[src/verilog/pbctl_pkg.sv]
// Function
// - Latched output turns on only after closure lasts longer than debounce period.
// - Debounce period is a build option: 50 ms short or 2 s long.
// - Long-press variant turns latched output off after closure exceeds shutdown period.
// - Shutdown period is a build option: 8 s or 16 s.
// - Variant without long-press shutdown never turns output off from a closure.
// - Variant without long-press shutdown stretches interrupt while closure continues.
// - One interrupt pulse per debounced closure, nominally 32 ms wide.
// - Active-low clear forces latched output off asynchronously, without timebase tick.
package pbctl_pkg;

  // Timebase
  localparam int CLK_MHZ          = 50;
  localparam int TICK_US          = 1000;
  localparam int TICK_CYCLES_DEF  = TICK_US * CLK_MHZ;

  // Durations in milliseconds
  localparam int DEB_SHORT_MS     = 50;
  localparam int DEB_LONG_MS      = 2000;
  localparam int SD_SHORT_MS      = 8000;
  localparam int SD_LONG_MS       = 16000;
  localparam int INT_MS           = 32;

  // Durations in timebase ticks
  localparam int TICK_PER_MS      = 1000 / TICK_US;
  localparam int DEB_SHORT_TICKS  = DEB_SHORT_MS * TICK_PER_MS;
  localparam int DEB_LONG_TICKS   = DEB_LONG_MS * TICK_PER_MS;
  localparam int SD_SHORT_TICKS   = SD_SHORT_MS * TICK_PER_MS;
  localparam int SD_LONG_TICKS    = SD_LONG_MS * TICK_PER_MS;
  localparam int INT_TICKS        = INT_MS * TICK_PER_MS;

  // Counter widths
  localparam int PRESS_W          = 15;
  localparam int INT_W            = 6;

  // Reset values
  localparam logic RST_ON         = 1'b0;
  localparam logic RST_INT        = 1'b0;

  typedef enum logic [2:0] {
    PBCTL_IDLE     = 3'b001,
    PBCTL_DEBOUNCE = 3'b010,
    PBCTL_HELD     = 3'b100
  } pbctl_state_type;

  typedef struct packed {
    logic on;
    logic intr;
  } pbctl_out_type;

  function automatic logic [PRESS_W-1:0] pbctl_pick(input logic sel_long,
                                                    input int   short_t,
                                                    input int   long_t);
    pbctl_pick = sel_long ? PRESS_W'(long_t) : PRESS_W'(short_t);
  endfunction

endpackage

[src/verilog/pbctl_sync.sv]
`timescale 1ns/1ps
module pbctl_sync import pbctl_pkg::*; (
  input  wire logic sys_clk_i,
  input  wire logic rst_i,
  input  wire logic pin_n_i,
  output logic      pressed_o
);

  logic meta_r;
  logic sync_r;

  // Two-stage synchroniser; only the second stage is read
  always_ff @(posedge sys_clk_i) begin
    if (rst_i) begin
      meta_r <= 1'b1;
      sync_r <= 1'b1;
    end else begin
      meta_r <= pin_n_i;
      sync_r <= meta_r;
    end
  end

  always_ff @(posedge sys_clk_i) begin
    if (rst_i) begin
      pressed_o <= 1'b0;
    end else begin
      pressed_o <= ~sync_r;
    end
  end

endmodule // pbctl_sync

[src/verilog/pbctl_top.sv]
`timescale 1ns/1ps
module pbctl_top import pbctl_pkg::*; #(
  parameter int   TICK_CYCLES   = TICK_CYCLES_DEF,
  parameter logic LONG_DEBOUNCE = 1'b0,
  parameter logic LONG_SHUTDOWN = 1'b0,
  parameter logic LONG_PRESS_OFF = 1'b1
) (
  input  wire logic sys_clk_i,
  input  wire logic rst_i,
  input  wire logic pushbutton_in_n_i,
  input  wire logic force_off_in_n_i,
  output logic      on_o,
  output logic      int_o
);

  localparam int TW = (TICK_CYCLES > 1) ? $clog2(TICK_CYCLES) : 1;
  localparam logic [TW-1:0] TICK_LAST = TW'(TICK_CYCLES - 1);

  // Closure length windows in clocks, for the checks only
  localparam int          DEB_EXP = LONG_DEBOUNCE ? DEB_LONG_TICKS : DEB_SHORT_TICKS;
  localparam int          SD_EXP  = LONG_SHUTDOWN ? SD_LONG_TICKS : SD_SHORT_TICKS;
  localparam logic [31:0] DEB_LO  = 32'(DEB_EXP * TICK_CYCLES);
  localparam logic [31:0] DEB_HI  = 32'((DEB_EXP + 1) * TICK_CYCLES);
  localparam logic [31:0] SD_LO   = 32'(SD_EXP * TICK_CYCLES);
  localparam logic [31:0] SD_HI   = 32'((SD_EXP + 1) * TICK_CYCLES);

  logic                 pressed;
  logic [TW-1:0]        tick_cnt_r;
  logic                 tick_r;
  logic [PRESS_W-1:0]   press_cnt_r;
  logic [PRESS_W-1:0]   deb_ticks;
  logic [PRESS_W-1:0]   sd_ticks;
  logic [INT_W-1:0]     int_cnt_r;
  pbctl_state_type      state_r;
  pbctl_state_type      state_nxt;
  pbctl_out_type        out_r;
  logic [31:0]          held_cyc_r;
  logic                 deb_evt;
  logic                 sd_evt;

  assign deb_ticks = pbctl_pick(LONG_DEBOUNCE, DEB_SHORT_TICKS, DEB_LONG_TICKS);
  assign sd_ticks  = pbctl_pick(LONG_SHUTDOWN, SD_SHORT_TICKS, SD_LONG_TICKS);

  //////////////////////////////////////////////////////////////////////////////
  // Input synchroniser

  pbctl_sync u_sync (
    .sys_clk_i (sys_clk_i),
    .rst_i     (rst_i),
    .pin_n_i   (pushbutton_in_n_i),
    .pressed_o (pressed)
  );

  //////////////////////////////////////////////////////////////////////////////
  // Timebase

  always_ff @(posedge sys_clk_i) begin
    if (rst_i) begin
      tick_cnt_r <= '0;
      tick_r     <= 1'b0;
    end else if (tick_cnt_r == TICK_LAST) begin
      tick_cnt_r <= '0;
      tick_r     <= 1'b1;
    end else begin
      tick_cnt_r <= tick_cnt_r + 1'b1;
      tick_r     <= 1'b0;
    end
  end

  //////////////////////////////////////////////////////////////////////////////
  // Closure length counter

  always_ff @(posedge sys_clk_i) begin
    if (rst_i) begin
      press_cnt_r <= '0;
    end else if (!pressed) begin
      press_cnt_r <= '0;
    end else if (tick_r && press_cnt_r <= sd_ticks) begin
      press_cnt_r <= press_cnt_r + 1'b1;
    end
  end

  // Events fire once when the count first passes the threshold
  assign deb_evt = pressed && tick_r && (press_cnt_r == deb_ticks) &&
                   (state_r == PBCTL_DEBOUNCE);
  assign sd_evt  = pressed && tick_r && (press_cnt_r == sd_ticks) &&
                   (state_r == PBCTL_HELD);

  //////////////////////////////////////////////////////////////////////////////
  // Check helper: clocks of the current closure, apart from the timebase

  always_ff @(posedge sys_clk_i) begin
    if (rst_i || !pressed) begin
      held_cyc_r <= '0;
    end else if (held_cyc_r != '1) begin
      held_cyc_r <= held_cyc_r + 1'b1;
    end
  end

  //////////////////////////////////////////////////////////////////////////////
  // Closure state machine

  always_comb begin
    state_nxt = state_r;
    unique case (state_r)
      PBCTL_IDLE: begin
        if (pressed) begin
          state_nxt = PBCTL_DEBOUNCE;
        end
      end
      PBCTL_DEBOUNCE: begin
        if (!pressed) begin
          state_nxt = PBCTL_IDLE;
        end else if (deb_evt) begin
          state_nxt = PBCTL_HELD;
        end
      end
      PBCTL_HELD: begin
        if (!pressed) begin
          state_nxt = PBCTL_IDLE;
        end
      end
      default: state_nxt = PBCTL_IDLE;
    endcase
  end

  always_ff @(posedge sys_clk_i) begin
    if (rst_i) begin
      state_r <= PBCTL_IDLE;
    end else begin
      state_r <= state_nxt;
    end
  end

  //////////////////////////////////////////////////////////////////////////////
  // Latched output; clear acts without the clock

  always_ff @(posedge sys_clk_i or negedge force_off_in_n_i) begin
    if (!force_off_in_n_i) begin
      out_r.on <= 1'b0;
    end else if (rst_i) begin
      out_r.on <= RST_ON;
    end else if (sd_evt && LONG_PRESS_OFF) begin
      out_r.on <= 1'b0;
    end else if (deb_evt) begin
      out_r.on <= 1'b1;
    end
  end

  //////////////////////////////////////////////////////////////////////////////
  // Interrupt one-shot

  always_ff @(posedge sys_clk_i) begin
    if (rst_i) begin
      int_cnt_r <= '0;
      out_r.intr <= RST_INT;
    end else if (deb_evt) begin
      int_cnt_r  <= INT_W'(INT_TICKS);
      out_r.intr <= 1'b1;
    end else if (!LONG_PRESS_OFF && pressed && state_r == PBCTL_HELD) begin
      int_cnt_r  <= INT_W'(INT_TICKS);
      out_r.intr <= 1'b1;
    end else if (tick_r && int_cnt_r != '0) begin
      int_cnt_r  <= int_cnt_r - 1'b1;
      out_r.intr <= (int_cnt_r != INT_W'(1));
    end
  end

  assign on_o  = out_r.on;
  assign int_o = out_r.intr;

  //////////////////////////////////////////////////////////////////////////////
  // Checks

  chk_on_after_debounce: assert property (@(posedge sys_clk_i) disable iff (rst_i)
    $rose(on_o) |-> $past(press_cnt_r) == deb_ticks && $past(pressed))
    else $error("Output turned on without full debounce");

  chk_debounce_option: assert property (@(posedge sys_clk_i) disable iff (rst_i)
    $rose(on_o) |-> held_cyc_r > DEB_LO && held_cyc_r <= DEB_HI)
    else $error("Debounce period not the selected option");

  chk_long_press_off: assert property (@(posedge sys_clk_i) disable iff (rst_i)
    (sd_evt && LONG_PRESS_OFF) |=> !on_o)
    else $error("Long press did not turn output off");

  chk_shutdown_option: assert property (@(posedge sys_clk_i) disable iff (rst_i)
    ($fell(on_o) && force_off_in_n_i && $past(force_off_in_n_i)) |->
    held_cyc_r > SD_LO && held_cyc_r <= SD_HI)
    else $error("Shutdown period not the selected option");

  chk_no_press_off: assert property (@(posedge sys_clk_i) disable iff (rst_i)
    (!LONG_PRESS_OFF && $past(force_off_in_n_i) && force_off_in_n_i) |-> !$fell(on_o))
    else $error("Output turned off by a closure");

  chk_int_stretch: assert property (@(posedge sys_clk_i) disable iff (rst_i)
    (!LONG_PRESS_OFF && state_r == PBCTL_HELD && pressed) |=> int_o)
    else $error("Interrupt not held during long closure");

  chk_int_one_shot: assert property (@(posedge sys_clk_i) disable iff (rst_i)
    $rose(int_o) |-> $past(deb_evt) && int_cnt_r == INT_W'(INT_TICKS))
    else $error("Interrupt start without a debounced closure");

  chk_clear_forces: assert property (@(posedge sys_clk_i) disable iff (rst_i)
    !force_off_in_n_i |-> !on_o)
    else $error("Output on while clear held");

  chk_release_keeps: assert property (@(posedge sys_clk_i) disable iff (rst_i)
    (state_r == PBCTL_DEBOUNCE && !pressed) |=> $stable(int_o) && state_r == PBCTL_IDLE)
    else $error("Early release changed outputs");

  chk_release_clears: assert property (@(posedge sys_clk_i) disable iff (rst_i)
    !pressed |=> press_cnt_r == '0)
    else $error("Closure counter not reset on release");

  chk_tick_phase: assert property (@(posedge sys_clk_i) disable iff (rst_i)
    tick_r |-> tick_cnt_r == '0)
    else $error("Timebase tick off its phase");

  cov_turn_on:   cover property (@(posedge sys_clk_i) disable iff (rst_i) $rose(on_o));
  cov_long_off:  cover property (@(posedge sys_clk_i) disable iff (rst_i) sd_evt);
  cov_clear:     cover property (@(posedge sys_clk_i) disable iff (rst_i)
    $fell(on_o) && !force_off_in_n_i);
  cov_stretch:   cover property (@(posedge sys_clk_i) disable iff (rst_i)
    !LONG_PRESS_OFF && state_r == PBCTL_HELD && pressed);
  cov_bounce:    cover property (@(posedge sys_clk_i) disable iff (rst_i)
    state_r == PBCTL_DEBOUNCE && !pressed);

endmodule // pbctl_top

[config.mk]
export PLATFORM = sky130hd
export DESIGN_NAME = pbctl_top
export DESIGN_NICKNAME = d
export VERILOG_FILES = /design/src/verilog/pbctl_pkg.sv /design/src/verilog/pbctl_sync.sv /design/src/verilog/pbctl_top.sv
export SDC_FILE = /design/constraint.sdc
export NUM_CORES = 1
export LEC_CHECK = 0
export BUFFER_PORTS_ARGS = -buffer_cell sky130_fd_sc_hd__buf_2
export CORE_MARGIN = 1
export CORE_UTILIZATION = 54
export CTS_CLUSTER_SIZE = 8
export DETAILED_ROUTE_END_ITERATION = 10
export GPL_ROUTABILITY_DRIVEN = 0
export PLACE_DENSITY = 0.76
export SETUP_SLACK_MARGIN = 0.3
export SLEW_MARGIN = 20
export SYNTH_ARGS = -nofsm -noshare
export SYNTH_HDL_FRONTEND = slang
export SYNTH_SLANG_ARGS = --single-unit
[constraint.sdc]
create_clock -name sys_clk_i -period 2.4 [get_ports sys_clk_i]
set_input_delay 0.12 -clock sys_clk_i [delete_from_list [all_inputs] [get_ports sys_clk_i]]
set_output_delay 0.12 -clock sys_clk_i [all_outputs]
set_load 0.01 [all_outputs]
==> results.md <==
STA:
- In the post-route analysis, the smallest setup slack over all paths is approximately 0.38 ns.
- The hold violation count in the final report is 0.
- The clock period could shrink to around 2 ns.
- In this run the tightest slew margin relative to its limit is around three fifths.
- The largest clock skew in the final design is 0.0122 ns.
- At the pin with the least slew margin, the transition time is 0.585 ns.
- The period utilization is 84.4%.
- The final number of max-transition violations is 0.
- The top achievable clock speed is 0.494 GHz.
- Setup repair after global routing left no endpoint under its margin.
- Setup violations remaining at the end of the flow were counted as 0.
- Adding up every negative setup slack in the final design gives 0 ns.

Setup path:
- The setup path with the least slack is of type register to register.
- The endpoint identified for the worst register-to-register timing path is state_r[2].
- Counting cells, the worst reg-to-reg path comes to 4.
- The worst setup path is launched from a register.
- The arrival time at the worst endpoint is 2.25 ns.
- The critical path required time is 2.63 ns.
- Along the worst path, the maximum fanout reaches 6.
- The setup slack of the worst register-to-register path is 0.38 ns.
- The startpoint identified for the worst register-to-register timing path is press_cnt_r[8].
- The kind of capture point of the worst setup path is a register.

CTS:
- The buffer depth of the longest clock path is 2.
- Counting the buffers created by CTS gives 5.
- The H-tree depth reported by CTS is 2.
- The clock sink count is 46.
- TritonCTS built the clock tree.
- The buffer type at the clock tree root is sky130_fd_sc_hd__clkbuf_8.
- At the later pin of the worst-skew pair, clock insertion delay measures roughly 0.3 ns.
- Clock-pin slew was measured on the worst setup and hold paths at around 0.080 ns.

Power and ir drop:
- Power spread over the standard cell area amounts to ~540 mW/mm^2.
- IR analysis of the VDD net gives a maximum drop of roughly 0.00031 V.
- The reported leakage power is approximately 0.8 nW.

Die:
- Measured along the x axis, the die boundary spans approximately 64 um.
- The area of the placeable core is 0.00369 sq mm.
- The number of I/O pins is 6.
- Once the floorplan was initialized, standard cells occupied 57.1% of the core.
- The floorplan die area is about 0.0042 sq mm.
- The overall die height is 64.4 um.
- The total number of placement rows is 22.

Synthesis:
- The cell count after synthesis came out at about 230.
- The post-synthesis instance area is about 0.0021 sq mm.
- The share of the yosys chip area belonging to registers is 44.0%.
- In this run, synthesis inferred 0 flip-flops with an integrated enable.
- The Yosys step of the flow raised 0 warnings.
- The share of synthesized flip-flops with an asynchronous set or reset is under 10%.
- A synthesized cell averages about 9.2 sq um.
- The leading register cell type out of synthesis is sky130_fd_sc_hd__dfxtp_1.
- The total of flip-flops plus latches after synthesis is 46.
- The net count after synthesis is 240.
- The unique cell type count in the Yosys netlist is 47.

Global routing:
- The via count of the first global-routing pass is around 1600.
- The maximum number of pins on one net before global-route repair is 17.
- The remaining global-route overflow is 0.
- The initial antenna violation count is 0.
- The total routing usage reported by global routing is about a fifth.
- The wire length of the first global-routing pass is 6.80 mm.

Finish:
- Once layout is complete, the cells apart from fillers number 290.
- Compared with the post-synthesis result, the final layout area differs by 9.04%.
- After the last flow step, the layout net total stands at between 200 and 300.
- The repair_antennas step left the layout with diodes totalling 0.
- In the final layout, the share of cells above drive strength 1 is roughly an eighth.
- For this run, the share of the core covered by cells in the final layout is between 60 and 70%.

Detailed routing:
- The number of design-rule violations left by the first detailed-router iteration is 72.
- The length of the first detailed-routing pass in iterations is 6.
- After detailed routing, the number of remaining DRC violations is 0.
- The number of vias per cell after detailed routing is between 5 and 6.
- Once detail routing completed, the nets flagged for antenna violations numbered 0.
- The count of vias placed by the detailed router is ~1600.
- After detailed routing, the total wire length is approximately 3.8 mm.
- In the final routed layout, each cell accounts on average for ~13 um.

Place:
- The count of placed standard cells including taps is 279.
- Detailed placement finished with a half-perimeter wire length of around 2.7 mm.
- The setup slack after placement is roughly 0.33 ns.
- The count of port buffers added during placement is 5.

Worst hold path:
- In this run the worst hold path is classified as input pin to asynchronous set/reset pin.

Job:
- The max-capacitance violation count is 0.

Run status:
- The flow ran to the end, and the final reports show no timing, DRC or antenna violations.
## through the flow
step	cell area [sq um]	power (W)	hold WS, ns
2_1_floorplan	2100	0.000808	-0.176
3_5_place_dp	2170	0.000814	-0.104
6_report	2290	0.00124	0.109
4_1_cts	2280	0.00126	0.106
3_3_place_gp	2170	0.000814	-0.105
5_1_grt	2290	0.00129	0.108
## metal layers
layer / share of wire, % / GRT usage [%]
met5: 0 / 0
met4: 2.1 / 9.72
met3: 3.4 / 3.87
met2: 47 / 35.1
met1: 48 / 25.2
## power by group
group	leakage [nW]	internal, W	switching [W]	total [W]
Clock	0.0373	0.000200	0.000244	0.000444
Sequential	0.378	0.000770	0.00000566	0.000775
Combinational	0.379	0.0000102	0.0000135	0.0000237
Total	0.794	0.000980	0.000263	0.00124
## what timing repair did
item,4_1_cts,5_1_grt
endpoints found under the setup margin,1,2
hold endpoints to repair,2,0
resized for setup,1,0
hold buffers,2,0
buffers inserted,0,2
pin swaps,0,2
cloned,0,0
## cell type report
cell class                 instances  area [sq um]
sequential                        46           926
inverter                           6          22.5
timing repair buffer              10          67.6
clock buffer                       6          72.6
tap                               48          60.1
multi-input combinational        173          1140
clock inverter                     1          7.51
fill                             311          1390
## cells in the final DEF, fill, tap and decap left out, drive strengths merged, types with 4 or more instances in the layout
cell,Yosys,routed
a21oi,10,10
nand4,9,9
and2,4,4
nor2b,4,4
nor2,30,30
nand2,10,10
nor3,9,9
xor2,11,11
or3,8,8
o21ai,11,11
xnor2,12,12
dfxtp,45,45
inv,6,6
buf,1,8
nand3,7,7
ha,7,7
clkbuf,3,6
and3,7,7
nor4,4,4
## cell families (layout without fill, tap and decap cells)
logic type	count (synthesis)	after routing	synth area share, %
and+or+nand+nor	110	110	29.8
DFF	46	46	44.0
AOI/OAI and AO/OA	32	32	9.81
xor gates and xnor gates	23	23	9.57
buffers and inverters	10	23	2.20
adders and majority gates	7	7	4.16
muxes	1	1	0.476
## sequential cells by signal, indices dropped and copies added, names as in the netlist
register and flops:
tick_cnt_r 16, press_cnt_r 15, int_cnt_r 6, state_r 3
int_o 1, on_o 1, tick_r 1, u_sync.meta_r 1
u_sync.pressed_o 1, u_sync.sync_r 1
## synthesized netlist by cell type (2+ instances only)
cell type                  instances  share of area (%)
sky130_fd_sc_hd__clkbuf_1          2               0.36
sky130_fd_sc_hd__a21oi_1          10                2.4
sky130_fd_sc_hd__ha_1              7                4.2
sky130_fd_sc_hd__and3_1            7                2.1
sky130_fd_sc_hd__or2_2             3               0.89
sky130_fd_sc_hd__nand3_1           7                1.7
sky130_fd_sc_hd__and4_1            2               0.83
sky130_fd_sc_hd__nor2_1           29                5.2
sky130_fd_sc_hd__a211oi_2          2                1.2
sky130_fd_sc_hd__nor2b_1           4                1.2
sky130_fd_sc_hd__nand4_1           9                2.7
sky130_fd_sc_hd__o21a_1            2               0.71
sky130_fd_sc_hd__xor2_1           11                4.6
sky130_fd_sc_hd__or3_1             5                1.5
sky130_fd_sc_hd__nor3b_1           2               0.71
sky130_fd_sc_hd__o21ai_0          10                2.4
sky130_fd_sc_hd__nor4_1            3               0.89
sky130_fd_sc_hd__nand2_1          10                1.8
sky130_fd_sc_hd__or3_2             3                1.1
sky130_fd_sc_hd__nor3_1            8                1.9
sky130_fd_sc_hd__and2_1            4                1.2
sky130_fd_sc_hd__dfxtp_1          45                 43
sky130_fd_sc_hd__inv_1             6                1.1
sky130_fd_sc_hd__or4_1             2               0.71
sky130_fd_sc_hd__xnor2_1          12                5.0
sky130_fd_sc_hd__or2b_2            3                1.2
## worst max-delay path by stage
stage / cells after the start / startpoint / slack, ns / endpoint
CTS: 5 / press_cnt_r[8] / 0.36 / on_o
finish: 4 / press_cnt_r[8] / 0.38 / state_r[2]
detailed placement: 5 / press_cnt_r[8] / 0.33 / on_o
global route: 5 / tick_r / 0.31 / on_o
floorplan: 5 / press_cnt_r[8] / 0.50 / on_o
global placement: 5 / press_cnt_r[8] / 0.42 / on_o
## worst max-delay path, cell delays in order (launching register included)
cell and delay (ns):
sky130_fd_sc_hd__dfxtp_1 0.36, sky130_fd_sc_hd__or4_1 0.54, sky130_fd_sc_hd__or4_4 0.47, sky130_fd_sc_hd__or3_1 0.38, sky130_fd_sc_hd__a211oi_2 0.21
Power figures use the tool's default switching activity.
